==> src/wid_map.vh <==
// constants for the wakeup and interrupt dispatch block
// assumes a 32-bit axi4-lite register port with byte addresses
`ifndef WID_MAP_VH
`define WID_MAP_VH

// register byte offsets
`define WID_WAKE_CTRL_OFS 8'h00
`define WID_INT_EN_OFS 8'h04
`define WID_INT_FLAG_OFS 8'h08
`define WID_WDOG_CTRL_OFS 8'h0c
`define WID_STATUS_OFS 8'h10

// field positions; bits 0-4 shared by enable and flag registers, then alt enable, watchdog and status bits
`define WID_TMR_BIT 0
`define WID_PIN_BIT 1
`define WID_CMP_BIT 2
`define WID_EXT_BIT 3
`define WID_PWM_BIT 4
`define WID_CMP_ALT_BIT 7
`define WID_WDOG_BIT 7
`define WID_GIE_BIT 0
`define WID_SLEEP_BIT 1

// reset values
`define WID_WAKE_CTRL_RST 2'h0
`define WID_INT_EN_RST 5'h00
`define WID_INT_FLAG_RST 5'h00
`define WID_WDOG_RST 1'h1
`define WID_PIN_IDLE 8'hff
`define WID_EXT_IDLE 1'h1

// vector addresses
`define WID_VEC_RESET 8'h00
`define WID_VEC_EXT 8'h03
`define WID_VEC_PIN 8'h06
`define WID_VEC_TMR 8'h09
`define WID_VEC_CMP 8'h0c
`define WID_VEC_PWM 8'h0f

// axi responses
`define WID_RESP_OKAY 2'h0
`define WID_RESP_SLVERR 2'h2

`endif

==> src/wid_sync.v <==
// two-flop synchroniser for a group of pin levels
// assumes pins are asynchronous to sys_clk_i
module wid_sync #(
  parameter WIDTH = 9,
  parameter [WIDTH-1:0] IDLE = {WIDTH{1'b1}}
) (
  input wire sys_clk_i,
  input wire srst_i,
  input wire [WIDTH-1:0] async_i,
  output reg [WIDTH-1:0] sync_o
);

  reg [WIDTH-1:0] meta;

  // idle level at reset so no false edge is seen after release
  always @(posedge sys_clk_i)
  begin
    if (srst_i)
    begin
      meta <= IDLE;
      sync_o <= IDLE;
    end
    else
    begin
      meta <= async_i;
      sync_o <= meta;
    end
  end

endmodule // wid_sync

==> src/wid_top.v <==
// wakeup and interrupt dispatch with axi4-lite register port
// assumes core sequencer and event sources on sys_clk_i; pins asynchronous
`include "wid_map.vh"

// Function
// - normal timer overflow sets flag, continues
// - timer overflow with interrupts on vectors 0x09
// - sleep pin change, both enables clear: nothing
// - sleep pin change, int only: flag, no wake
// - sleep pin change, wake only: wake, next
// - sleep pin change, both, gie off: wake, flag, next
// - sleep pin change, both, gie on: vector 0x06
// - normal pin change gated by its enable
// - external pin event flag, vector 0x03
// - pwm period match flag, vector 0x0f
// - sleep comparator, both enables clear: nothing
// - sleep comparator, int only: flag, no wake
// - sleep comparator, wake only: wake, next
// - sleep comparator, both, gie off: wake, flag, next
// - sleep comparator, both, gie on: vector 0x0c
// - normal comparator gated by enable, vector 0x0c
// - watchdog timeout resets to 0x00, wakes first
// - watchdog re-enabled after any wake
module wid_top #(
  parameter ADDR_W = 8,
  parameter PIN_W = 8
) (
  input wire sys_clk_i,
  input wire srst_i,
  input wire [ADDR_W-1:0] s_axi_awaddr_i,
  input wire s_axi_awvalid_i,
  output reg s_axi_awready_o,
  input wire [31:0] s_axi_wdata_i,
  input wire [3:0] s_axi_wstrb_i,
  input wire s_axi_wvalid_i,
  output reg s_axi_wready_o,
  output reg [1:0] s_axi_bresp_o,
  output reg s_axi_bvalid_o,
  input wire s_axi_bready_i,
  input wire [ADDR_W-1:0] s_axi_araddr_i,
  input wire s_axi_arvalid_i,
  output reg s_axi_arready_o,
  output reg [31:0] s_axi_rdata_o,
  output reg [1:0] s_axi_rresp_o,
  output reg s_axi_rvalid_o,
  input wire s_axi_rready_i,
  input wire global_int_on_instr_i,
  input wire global_int_off_instr_i,
  input wire sleep_instr_i,
  input wire timer_overflow_i,
  input wire period_match_i,
  input wire comparator_change_i,
  input wire watchdog_timeout_i,
  input wire [PIN_W-1:0] port6_pins_i,
  input wire ext_pin_i,
  output reg wake_o,
  output reg resume_next_o,
  output reg vector_req_o,
  output reg [7:0] vector_addr_o,
  output reg core_reset_o,
  output reg clock_run_o
);

  reg pin_change_wake_enable;
  reg comparator_wake_enable;
  reg timer_overflow_int_enable;
  reg pin_change_int_enable;
  reg comparator_int_enable;
  reg ext_pin_int_enable;
  reg period_match_int_enable;
  reg watchdog_enable;
  reg [4:0] pending;
  reg gie;
  reg sleeping;
  reg aw_got, w_got;
  reg [ADDR_W-1:0] aw_addr;
  reg [7:0] w_byte;
  reg w_lane0;
  reg [PIN_W-1:0] pin_prev;
  reg ext_prev;
  wire [PIN_W:0] pins_sync;
  wire [PIN_W-1:0] pin_now;
  wire ext_now;
  wire wr_en, wr_ok;
  reg pin_evt, ext_evt;
  reg [4:0] set_flag, clr_flag;
  reg vec_tmr, vec_pin, vec_cmp, vec_ext, vec_pwm;
  reg take_vec;
  reg [7:0] next_vector;
  reg wake_any, wdt_fire, next_sleeping;
  reg [7:0] rd_byte;

  function is_mapped;
    input [ADDR_W-1:0] a;
    begin
      is_mapped = (a == `WID_WAKE_CTRL_OFS) || (a == `WID_INT_EN_OFS) ||
        (a == `WID_INT_FLAG_OFS) || (a == `WID_WDOG_CTRL_OFS) || (a == `WID_STATUS_OFS);
    end
  endfunction

  wid_sync #(
    .WIDTH(PIN_W + 1),
    .IDLE({`WID_EXT_IDLE, `WID_PIN_IDLE})
  ) u_sync (
    .sys_clk_i(sys_clk_i),
    .srst_i(srst_i),
    .async_i({ext_pin_i, port6_pins_i}),
    .sync_o(pins_sync)
  );

  assign pin_now = pins_sync[PIN_W-1:0];
  assign ext_now = pins_sync[PIN_W];
  assign wr_en = aw_got && w_got && !s_axi_bvalid_o;
  assign wr_ok = wr_en && is_mapped(aw_addr) && w_lane0;

  // event decode; sleep stops the timer, pwm and external paths
  always @*
  begin
    pin_evt = |(pin_now ^ pin_prev);
    ext_evt = ext_prev && !ext_now;
    wdt_fire = watchdog_timeout_i && watchdog_enable;
    set_flag = 5'h00;
    set_flag[`WID_TMR_BIT] = timer_overflow_i && !sleeping && timer_overflow_int_enable;
    set_flag[`WID_EXT_BIT] = ext_evt && !sleeping && ext_pin_int_enable;
    set_flag[`WID_PWM_BIT] = period_match_i && !sleeping && period_match_int_enable;
    set_flag[`WID_PIN_BIT] = pin_evt && pin_change_int_enable;
    set_flag[`WID_CMP_BIT] = comparator_change_i && comparator_int_enable;
    wake_any = sleeping && ((pin_evt && pin_change_wake_enable) ||
      (comparator_change_i && comparator_wake_enable));
    vec_tmr = set_flag[`WID_TMR_BIT] && gie;
    vec_ext = set_flag[`WID_EXT_BIT] && gie;
    vec_pwm = set_flag[`WID_PWM_BIT] && gie;
    vec_pin = set_flag[`WID_PIN_BIT] && gie && (!sleeping || pin_change_wake_enable);
    vec_cmp = set_flag[`WID_CMP_BIT] && gie && (!sleeping || comparator_wake_enable);
    take_vec = vec_tmr || vec_ext || vec_pwm || vec_pin || vec_cmp;
    // lowest vector address wins when events coincide
    if (vec_ext)
      next_vector = `WID_VEC_EXT;
    else if (vec_pin)
      next_vector = `WID_VEC_PIN;
    else if (vec_tmr)
      next_vector = `WID_VEC_TMR;
    else if (vec_cmp)
      next_vector = `WID_VEC_CMP;
    else
      next_vector = `WID_VEC_PWM;
    clr_flag = 5'h00;
    if (wr_ok && aw_addr == `WID_INT_FLAG_OFS)
      clr_flag = w_byte[4:0];
    next_sleeping = sleeping;
    if (wdt_fire || wake_any)
      next_sleeping = 1'b0;
    else if (sleep_instr_i)
      next_sleeping = 1'b1;
  end

  // core-facing dispatch
  always @(posedge sys_clk_i)
  begin
    if (srst_i)
    begin
      sleeping <= 1'b0;
      gie <= 1'b0;
      pending <= `WID_INT_FLAG_RST;
      pin_prev <= `WID_PIN_IDLE;
      ext_prev <= `WID_EXT_IDLE;
      wake_o <= 1'b0;
      resume_next_o <= 1'b0;
      vector_req_o <= 1'b0;
      vector_addr_o <= `WID_VEC_RESET;
      core_reset_o <= 1'b0;
      clock_run_o <= 1'b1;
    end
    else
    begin
      pin_prev <= pin_now;
      ext_prev <= ext_now;
      sleeping <= next_sleeping;
      clock_run_o <= !next_sleeping;
      if (global_int_on_instr_i)
        gie <= 1'b1;
      else if (global_int_off_instr_i)
        gie <= 1'b0;
      // a set in the same cycle as a clear wins
      pending <= (pending & ~clr_flag) | set_flag;
      core_reset_o <= wdt_fire;
      wake_o <= wake_any || (wdt_fire && sleeping);
      vector_req_o <= !wdt_fire && take_vec && (!sleeping || wake_any);
      resume_next_o <= !wdt_fire && wake_any && !take_vec;
      if (wdt_fire)
        vector_addr_o <= `WID_VEC_RESET;
      else if (take_vec)
        vector_addr_o <= next_vector;
    end
  end

  // software registers
  always @(posedge sys_clk_i)
  begin
    if (srst_i)
    begin
      {comparator_wake_enable, pin_change_wake_enable} <= `WID_WAKE_CTRL_RST;
      {period_match_int_enable, ext_pin_int_enable, comparator_int_enable,
        pin_change_int_enable, timer_overflow_int_enable} <= `WID_INT_EN_RST;
      watchdog_enable <= `WID_WDOG_RST;
    end
    else
    begin
      if (wr_ok && aw_addr == `WID_WAKE_CTRL_OFS)
      begin
        pin_change_wake_enable <= w_byte[`WID_PIN_BIT];
        comparator_wake_enable <= w_byte[`WID_CMP_BIT];
      end
      if (wr_ok && aw_addr == `WID_INT_EN_OFS)
      begin
        timer_overflow_int_enable <= w_byte[`WID_TMR_BIT];
        pin_change_int_enable <= w_byte[`WID_PIN_BIT];
        // two positions name the same comparator enable
        comparator_int_enable <= w_byte[`WID_CMP_BIT] | w_byte[`WID_CMP_ALT_BIT];
        ext_pin_int_enable <= w_byte[`WID_EXT_BIT];
        period_match_int_enable <= w_byte[`WID_PWM_BIT];
      end
      // wake re-arms the watchdog over any software write
      if ((sleeping && (wake_any || wdt_fire)))
        watchdog_enable <= 1'b1;
      else if (wr_ok && aw_addr == `WID_WDOG_CTRL_OFS)
        watchdog_enable <= w_byte[`WID_WDOG_BIT];
    end
  end

  // axi4-lite write channel
  always @(posedge sys_clk_i)
  begin
    if (srst_i)
    begin
      s_axi_awready_o <= 1'b0;
      s_axi_wready_o <= 1'b0;
      s_axi_bvalid_o <= 1'b0;
      s_axi_bresp_o <= `WID_RESP_OKAY;
      aw_got <= 1'b0;
      w_got <= 1'b0;
      aw_addr <= {ADDR_W{1'b0}};
      w_byte <= 8'h00;
      w_lane0 <= 1'b0;
    end
    else
    begin
      if (s_axi_awready_o && s_axi_awvalid_i)
      begin
        aw_got <= 1'b1;
        aw_addr <= s_axi_awaddr_i;
        s_axi_awready_o <= 1'b0;
      end
      else if (!aw_got && !s_axi_bvalid_o && !wr_en)
        s_axi_awready_o <= 1'b1;
      if (s_axi_wready_o && s_axi_wvalid_i)
      begin
        w_got <= 1'b1;
        w_byte <= s_axi_wdata_i[7:0];
        w_lane0 <= s_axi_wstrb_i[0];
        s_axi_wready_o <= 1'b0;
      end
      else if (!w_got && !s_axi_bvalid_o && !wr_en)
        s_axi_wready_o <= 1'b1;
      if (wr_en)
      begin
        aw_got <= 1'b0;
        w_got <= 1'b0;
        s_axi_bvalid_o <= 1'b1;
        s_axi_bresp_o <= is_mapped(aw_addr) ? `WID_RESP_OKAY : `WID_RESP_SLVERR;
      end
      else if (s_axi_bvalid_o && s_axi_bready_i)
        s_axi_bvalid_o <= 1'b0;
    end
  end

  // read data; upper bits always zero
  always @*
  begin
    rd_byte = 8'h00;
    case (s_axi_araddr_i)
      `WID_WAKE_CTRL_OFS:
      begin
        rd_byte[`WID_PIN_BIT] = pin_change_wake_enable;
        rd_byte[`WID_CMP_BIT] = comparator_wake_enable;
      end
      `WID_INT_EN_OFS:
      begin
        rd_byte[`WID_TMR_BIT] = timer_overflow_int_enable;
        rd_byte[`WID_PIN_BIT] = pin_change_int_enable;
        rd_byte[`WID_CMP_BIT] = comparator_int_enable;
        rd_byte[`WID_EXT_BIT] = ext_pin_int_enable;
        rd_byte[`WID_PWM_BIT] = period_match_int_enable;
        rd_byte[`WID_CMP_ALT_BIT] = comparator_int_enable;
      end
      `WID_INT_FLAG_OFS:
        rd_byte[4:0] = pending;
      `WID_WDOG_CTRL_OFS:
        rd_byte[`WID_WDOG_BIT] = watchdog_enable;
      `WID_STATUS_OFS:
      begin
        rd_byte[`WID_GIE_BIT] = gie;
        rd_byte[`WID_SLEEP_BIT] = sleeping;
      end
      default:
        rd_byte = 8'h00;
    endcase
  end

  // axi4-lite read channel, one outstanding read
  always @(posedge sys_clk_i)
  begin
    if (srst_i)
    begin
      s_axi_arready_o <= 1'b0;
      s_axi_rvalid_o <= 1'b0;
      s_axi_rdata_o <= 32'h0000_0000;
      s_axi_rresp_o <= `WID_RESP_OKAY;
    end
    else
    begin
      if (s_axi_arready_o && s_axi_arvalid_i)
      begin
        s_axi_arready_o <= 1'b0;
        s_axi_rvalid_o <= 1'b1;
        s_axi_rdata_o <= {24'h00_0000, rd_byte};
        s_axi_rresp_o <= is_mapped(s_axi_araddr_i) ? `WID_RESP_OKAY : `WID_RESP_SLVERR;
      end
      else if (s_axi_rvalid_o && s_axi_rready_i)
        s_axi_rvalid_o <= 1'b0;
      else if (!s_axi_rvalid_o)
        s_axi_arready_o <= 1'b1;
    end
  end

endmodule // wid_top

==> config.mk <==
export PLATFORM = sky130hd
export DESIGN_NAME = wid_top
export DESIGN_NICKNAME = d
export VERILOG_FILES = /design/src/wid_sync.v /design/src/wid_top.v
export VERILOG_INCLUDE_DIRS = /design/src
export SDC_FILE = /design/constraint.sdc
export NUM_CORES = 1
export LEC_CHECK = 0
export ABC_CLOCK_PERIOD_IN_PS = 4800
export BUFFER_PORTS_ARGS = -buffer_cell sky130_fd_sc_hd__buf_2
export CAP_MARGIN = 20
export CORE_MARGIN = 1.5
export CORE_UTILIZATION = 52
export DETAILED_ROUTE_END_ITERATION = 12
export PLACE_DENSITY = 0.85
export SLEW_MARGIN = 5
export SYNTH_ARGS = -nofsm -noshare
export SYNTH_HDL_FRONTEND = slang
export SYNTH_SLANG_ARGS = --single-unit
==> constraint.sdc <==
create_clock -name sys_clk_i -period 4.8 [get_ports sys_clk_i]
set_input_delay 0.24 -clock sys_clk_i [delete_from_list [all_inputs] [get_ports sys_clk_i]]
set_output_delay 0.24 -clock sys_clk_i [all_outputs]
set_load 0.01 [all_outputs]
==> Word-level counts from Yosys, hierarchy flattened <==
Cells that the tools add are included.
{ "totals": {"regBits": 89, "input_bits": 75, "output_inout_bits": 54, "elab_cells": 152} }
{ "op_classes": {"eq_ne": 8, "muxes": 20, "bitwise": 7, "n_reduce_logical": 83} }
{ "ops": {"columns": ["operator", "count"], "rows": [
  ["$logic_and 1x1->1", 43],
  ["$eq 8x4->1 const B", 4],
  ["$logic_or 1x1->1", 18],
  ["$eq 8x3->1 const B", 2],
  ["$eq 8x5->1 const B", 2],
  ["$logic_not 8->1", 2],
  ["$reduce_or 2->1", 6],
  ["$logic_not 1->1", 9],
  ["$mux 1", 8],
  ["$mux 4", 2],
  ["$reduce_or 8->1", 1],
  ["$xor 8x8->8", 1],
  ["$mux 2", 3],
  ["$pmux 1 s3", 2],
  ["$reduce_bool 2->1", 3],
  ["$and 5x5->5", 1],
  ["$mux 5", 1],
  ["$not 5->5", 1],
  ["$or 5x5->5", 1],
  ["$pmux 1 s4", 1],
  ["$pmux 2 s2", 1],
  ["$mux 3", 1],
  ["$not 1->1", 2],
  ["$pmux 1 s2", 1],
  ["other kinds (2)", 2]
]} }

==> Logic depth before layout (Yosys ltp) <==
{ "logic_depth": {"depth_word": 12, "depth_mapped": 5, "depth_no_buf": 5} }

==> Modules after synthesis <==
From an unflattened synthesis, not the netlist that was laid out.
{ "hier_totals": {"hier_cells": 372, "area_unflattened_um2": 3337.0} }
{ "by_module_without_submodules": {"columns": ["module", "n_inst", "cells_per_inst", "area_each_um2", "seq_area_each_um2"], "rows": [
  ["wid_top", 1, 335, 2852.7, 1261.2],
  ["wid_sync", 1, 37, 484.2, 360.3]
]} }

==> Worst setup path after synthesis <==
Ideal clock, no wire load.
{ "synth_path": {"kind": "register -> register", "start": "register aw_addr[0]", "end": "register comparator_int_enable", "setup_time_ps": 127, "arrival_ps": 1701, "t_required_ps": 4673, "slack_ps": 2972, "path_stages_with_launch": 6, "n_path_buf": 0, "synth_period_minus_slack_ps": 1828, "cell_sequence": "dfxtp_1 or4_4 nor4_4 nand3b_4 nor3_1 nor3_2"} }
{ "synth_between": {"elab_chain_cells": 8, "elab_cells_between_ends": 12, "cone_classes": "eq/ne: 4; reduce/logical: 8"} }
{ "synth_rtl": {"columns": ["element", "line_no", "source"], "rows": [
  ["from (decl)", "wid_top.v:76", "reg [ADDR_W-1:0] aw_addr;"],
  ["from (signal assigned)", "wid_top.v:242", "aw_addr <= {ADDR_W{1'b0}};"],
  ["from (signal assigned)", "wid_top.v:251", "aw_addr <= s_axi_awaddr_i;"],
  ["$eq 8x3->1 (no line) / $logic_not 8->1 (equally long branches)", null, null],
  ["$logic_or 1x1->1 (4 in series)", "wid_top.v:96", "is_mapped = (a == `WID_WAKE_CTRL_OFS) || (a == `WID_INT_EN_OFS) ||"],
  ["$logic_and 1x1->1 (2 in series)", "wid_top.v:114", "assign wr_ok = wr_en && is_mapped(aw_addr) && w_lane0;"],
  ["$logic_and 1x1->1 (no line) *", null, null],
  ["to (signal assigned)", "wid_top.v:219", "comparator_int_enable <= w_byte[`WID_CMP_BIT] | w_byte[`WID_CMP_ALT_BIT];"],
  ["to (decl)", "wid_top.v:68", "reg comparator_int_enable;"]
]} }
Every way passes the cells marked *; elsewhere a longest branch is shown, timed or not.
A chain may end at the register's enable or synchronous reset.

==> Final worst setup path <==
Same ends and word-level chain as after synthesis.

==> results.toml <==
[worst_setup_path]
crit_buf_inv = 0
startpoint_type = "flop"
critPathTopFamily = "simple AND/OR/NAND/NOR gates"
slowest_stage = "or4_4"
critical_path_peak_fanout = 8
cpPeakStageDelay_ns = 0.55
cp.required_ns = 5.02
critPathKind = "reg2reg"
arrival_ns = 2.27
end_kind = "flop"
crit_chain = "or4_4 > nor4_4 > nand3b_4 > nor3_1 > nor3_2"

[sta]
hold_viol_final = 0
finalCritPeriodShare_pct = 42.72
setup_viol = 0
relSlewSlack_pct = 56.08
fin_skew_ns = 0.008442
slew_violations = 0
period_needed_ns = 2.050
rsz0062_at_grt = "no"
max_freq_mhz = 487.7
setup_tns_ns = 0
worst_pin_slew_ns = 0.6588

[detailed_routing]
ant_nets = 0
wl_per_cell_um = 11.57
m1WireLength_mm = 2.598
wl_met2_mm = 2.775
viasPerCell = 5.018
met3WireLength_um = 407
vias = 2554
drtIter0Drc = 171
drt_pass1_iterations = 4
drc_errors = 0
top_layer = "met4"
routed_wl_mm = 5.890

[final_layout]
fin_nets = 504
antenna_cells = 0
multi_input_area_sq_um = 1474
final_cells = 509
syn_to_final_growth_pct = 13.61
register_area_sq_um = 1622
fillers = 529
drive_above_1_share_pct = 28.11

[placement]
place_inst = 493
gp_congestion = 0.8801
dpl.hpwl_mm = 4.215
port_buffers = 67

[floorplan]
fp.coreArea_sq_um = 6026
die_h_um = 82.46
start_util_pct = 54.49
die_width_um = 82.46
std_cell_rows = 28
ioPinCount = 129
dieArea_sq_um = 6800

[synth]
syn_inst = 364
yosys_most_used_dff = "dfxtp_1"
synthMuxAreaShare_pct = 2.782
synth-xor-area-share_pct = 2.134
synth_enable_flop_cells = 0
synth-seq-cells = 81
synth_compound_area_share_pct = 11.36
yosysSeqAreaShare_pct = 49.39
synth_top_family_by_area = "simple AND/OR/NAND/NOR gates"
synth.most_common_cell = "dfxtp_1"
ys_warn_count = 0
yosysTopAreaCell = "dfxtp_1"
syn-mean-instance-area_sq_um = 9.020
synth-simple-area-share_pct = 24.96
synthAdderAreaFrac_pct = 0
async_flop_share_pct = 0
synth_top_area_share_pct = 49.39
yosys-top-cells-count = "81 x dfxtp_1, 32 x buf_4, 32 x nand2_1"
netlist_area_sq_um = 3283
synth_area_leaders = "dfxtp_1 49%, buf_4 7.3%, or2_2 5.7%, a21oi_1 4.7%, nand3_1 4.3%"
ys_types = 42

[worst_hold_path]
hold_class = "in2reg"

[power]
vdd_ir_drop_max_v = 0.0002678
power-per-cell-area_nw_per_um2 = 342.0
p_leak_uw = 0.001626

[run_status]
status = "completed"

[global_routing]
grt_pass1_wl_mm = 9.722
antenna_found_initial = 0
gr-total-overflow = 0
grt_pass1_vias = 2234
grtUsageTotal_pct = 18.83
grt_max_degree = 77

[cts]
cts_resized = 0
postCtsHoldBufs = 0
cts_sinks = 81
clk_pin_slew_ns = 0.09
htree_levels = 3
cts_root_buffer = "clkbuf_8"
numCtsBuffers = 9
cts_tree = "done"
clk_latency_ns = 0.36
post-cts-setup-buffer-count = 0
cts_buffer_depth = 2

[job]
cap_violations = 0
placed cells by master (no fill, tap or decap), types with 2 or more instances in the layout:
cell	count
a21oi_1	31
a22o_1	2
a22oi_1	6
a31oi_1	3
and2_1	2
buf_2	67
clkbuf_8	9
clkinvlp_4	2
conb_1	32
dfxtp_1	81
inv_1	4
inv_6	4
mux2i_1	8
nand2_1	32
nand2b_1	6
nand3_1	28
nand3b_1	2
nor2_1	30
nor2b_1	4
nor3_1	9
nor4_1	3
o2111a_1	2
o21ai_0	7
o22ai_1	2
or2_2	30
xor2_1	8
cell type report:
type,instances,area share (%)
inverter,4,0.4025
clock buffer,9,3.321
sequential,81,43.48
tap,75,2.516
multi-input combinational,265,39.52
timing repair buffer,68,9.192
clock inverter,7,1.577
power by group:
group	leakage [uW]	internal [uW]	switching (uW)
Clock	0.0000872	196	262
Combinational	0.000877	43.2	60.5
Sequential	0.000662	695	19.3
Total	0.00163	934	342
final timing paths:
| check | startpoint | endpoint | slack [ns] | cells after the start |
|---|---|---|---|---|
| worst max-delay path | aw_addr[0] | comparator_int_enable | 2.75 | 5 |
| worst min-delay path | port6_pins_i[1] | u_sync.meta[1] | 0.05 | 2 |
| worst max register to register | aw_addr[0] | comparator_int_enable | 2.75 | 5 |
| worst min register to register | u_sync.meta[3] | u_sync.sync_o[3] | 0.40 | 1 |
per-stage QoR:
step | hold slack [ns] | utilization, % | worst slack, ns | power [uW] | cell area [sq um]
floorplan | 0.3438 | - | 2.972 | 815.6 | 3400
global placement | 0.3908 | 58.87 | 2.802 | 830.1 | 3547
detailed placement | 0.3932 | 58.87 | 2.732 | 834.0 | 3547
CTS | 0.03776 | 61.90 | 2.721 | 1289 | 3730
global route | 0.04457 | 61.90 | 2.593 | 1329 | 3730
finish | 0.05141 | 61.90 | 2.750 | 1276 | 3730
worst register-to-register path, stage by stage (launching register included):
cell	delay (ns)
dfxtp_1	0.32
or4_4	0.55
nor4_4	0.54
nand3b_4	0.22
nor3_1	0.24
nor3_2	0.05
sequential cells by signal, indices dropped and copies added, names as in the netlist, 4 cells and up:
signal,flops
aw_addr,8
w_byte,6
u_sync.sync_o,9
pin_prev,8
u_sync.meta,9
s_axi_rdata_o,6
vector_addr_o,4
pending,5
kinds of logic (layout without fill, tap and decap cells):
family                    after synthesis  after routing
xor gates and xnor gates                8              8
DFF                                    81             81
AOI/OAI and AO/OA                      61             61
other                                   1             32
buffers and inverters                  49             88
muxes                                   9              9
and+or+nand+nor                       155            155
layer usage:
layer | vias to the layer above | track usage (%)
met1 | 1142 | 23.24
met3 | 10 | 5.165
met5 | - | 0
met2 | 90 | 30.24
li1 | 1312 | -
met4 | 0 | 8.983
No activity file was read; power rests on OpenSTA's default activity.
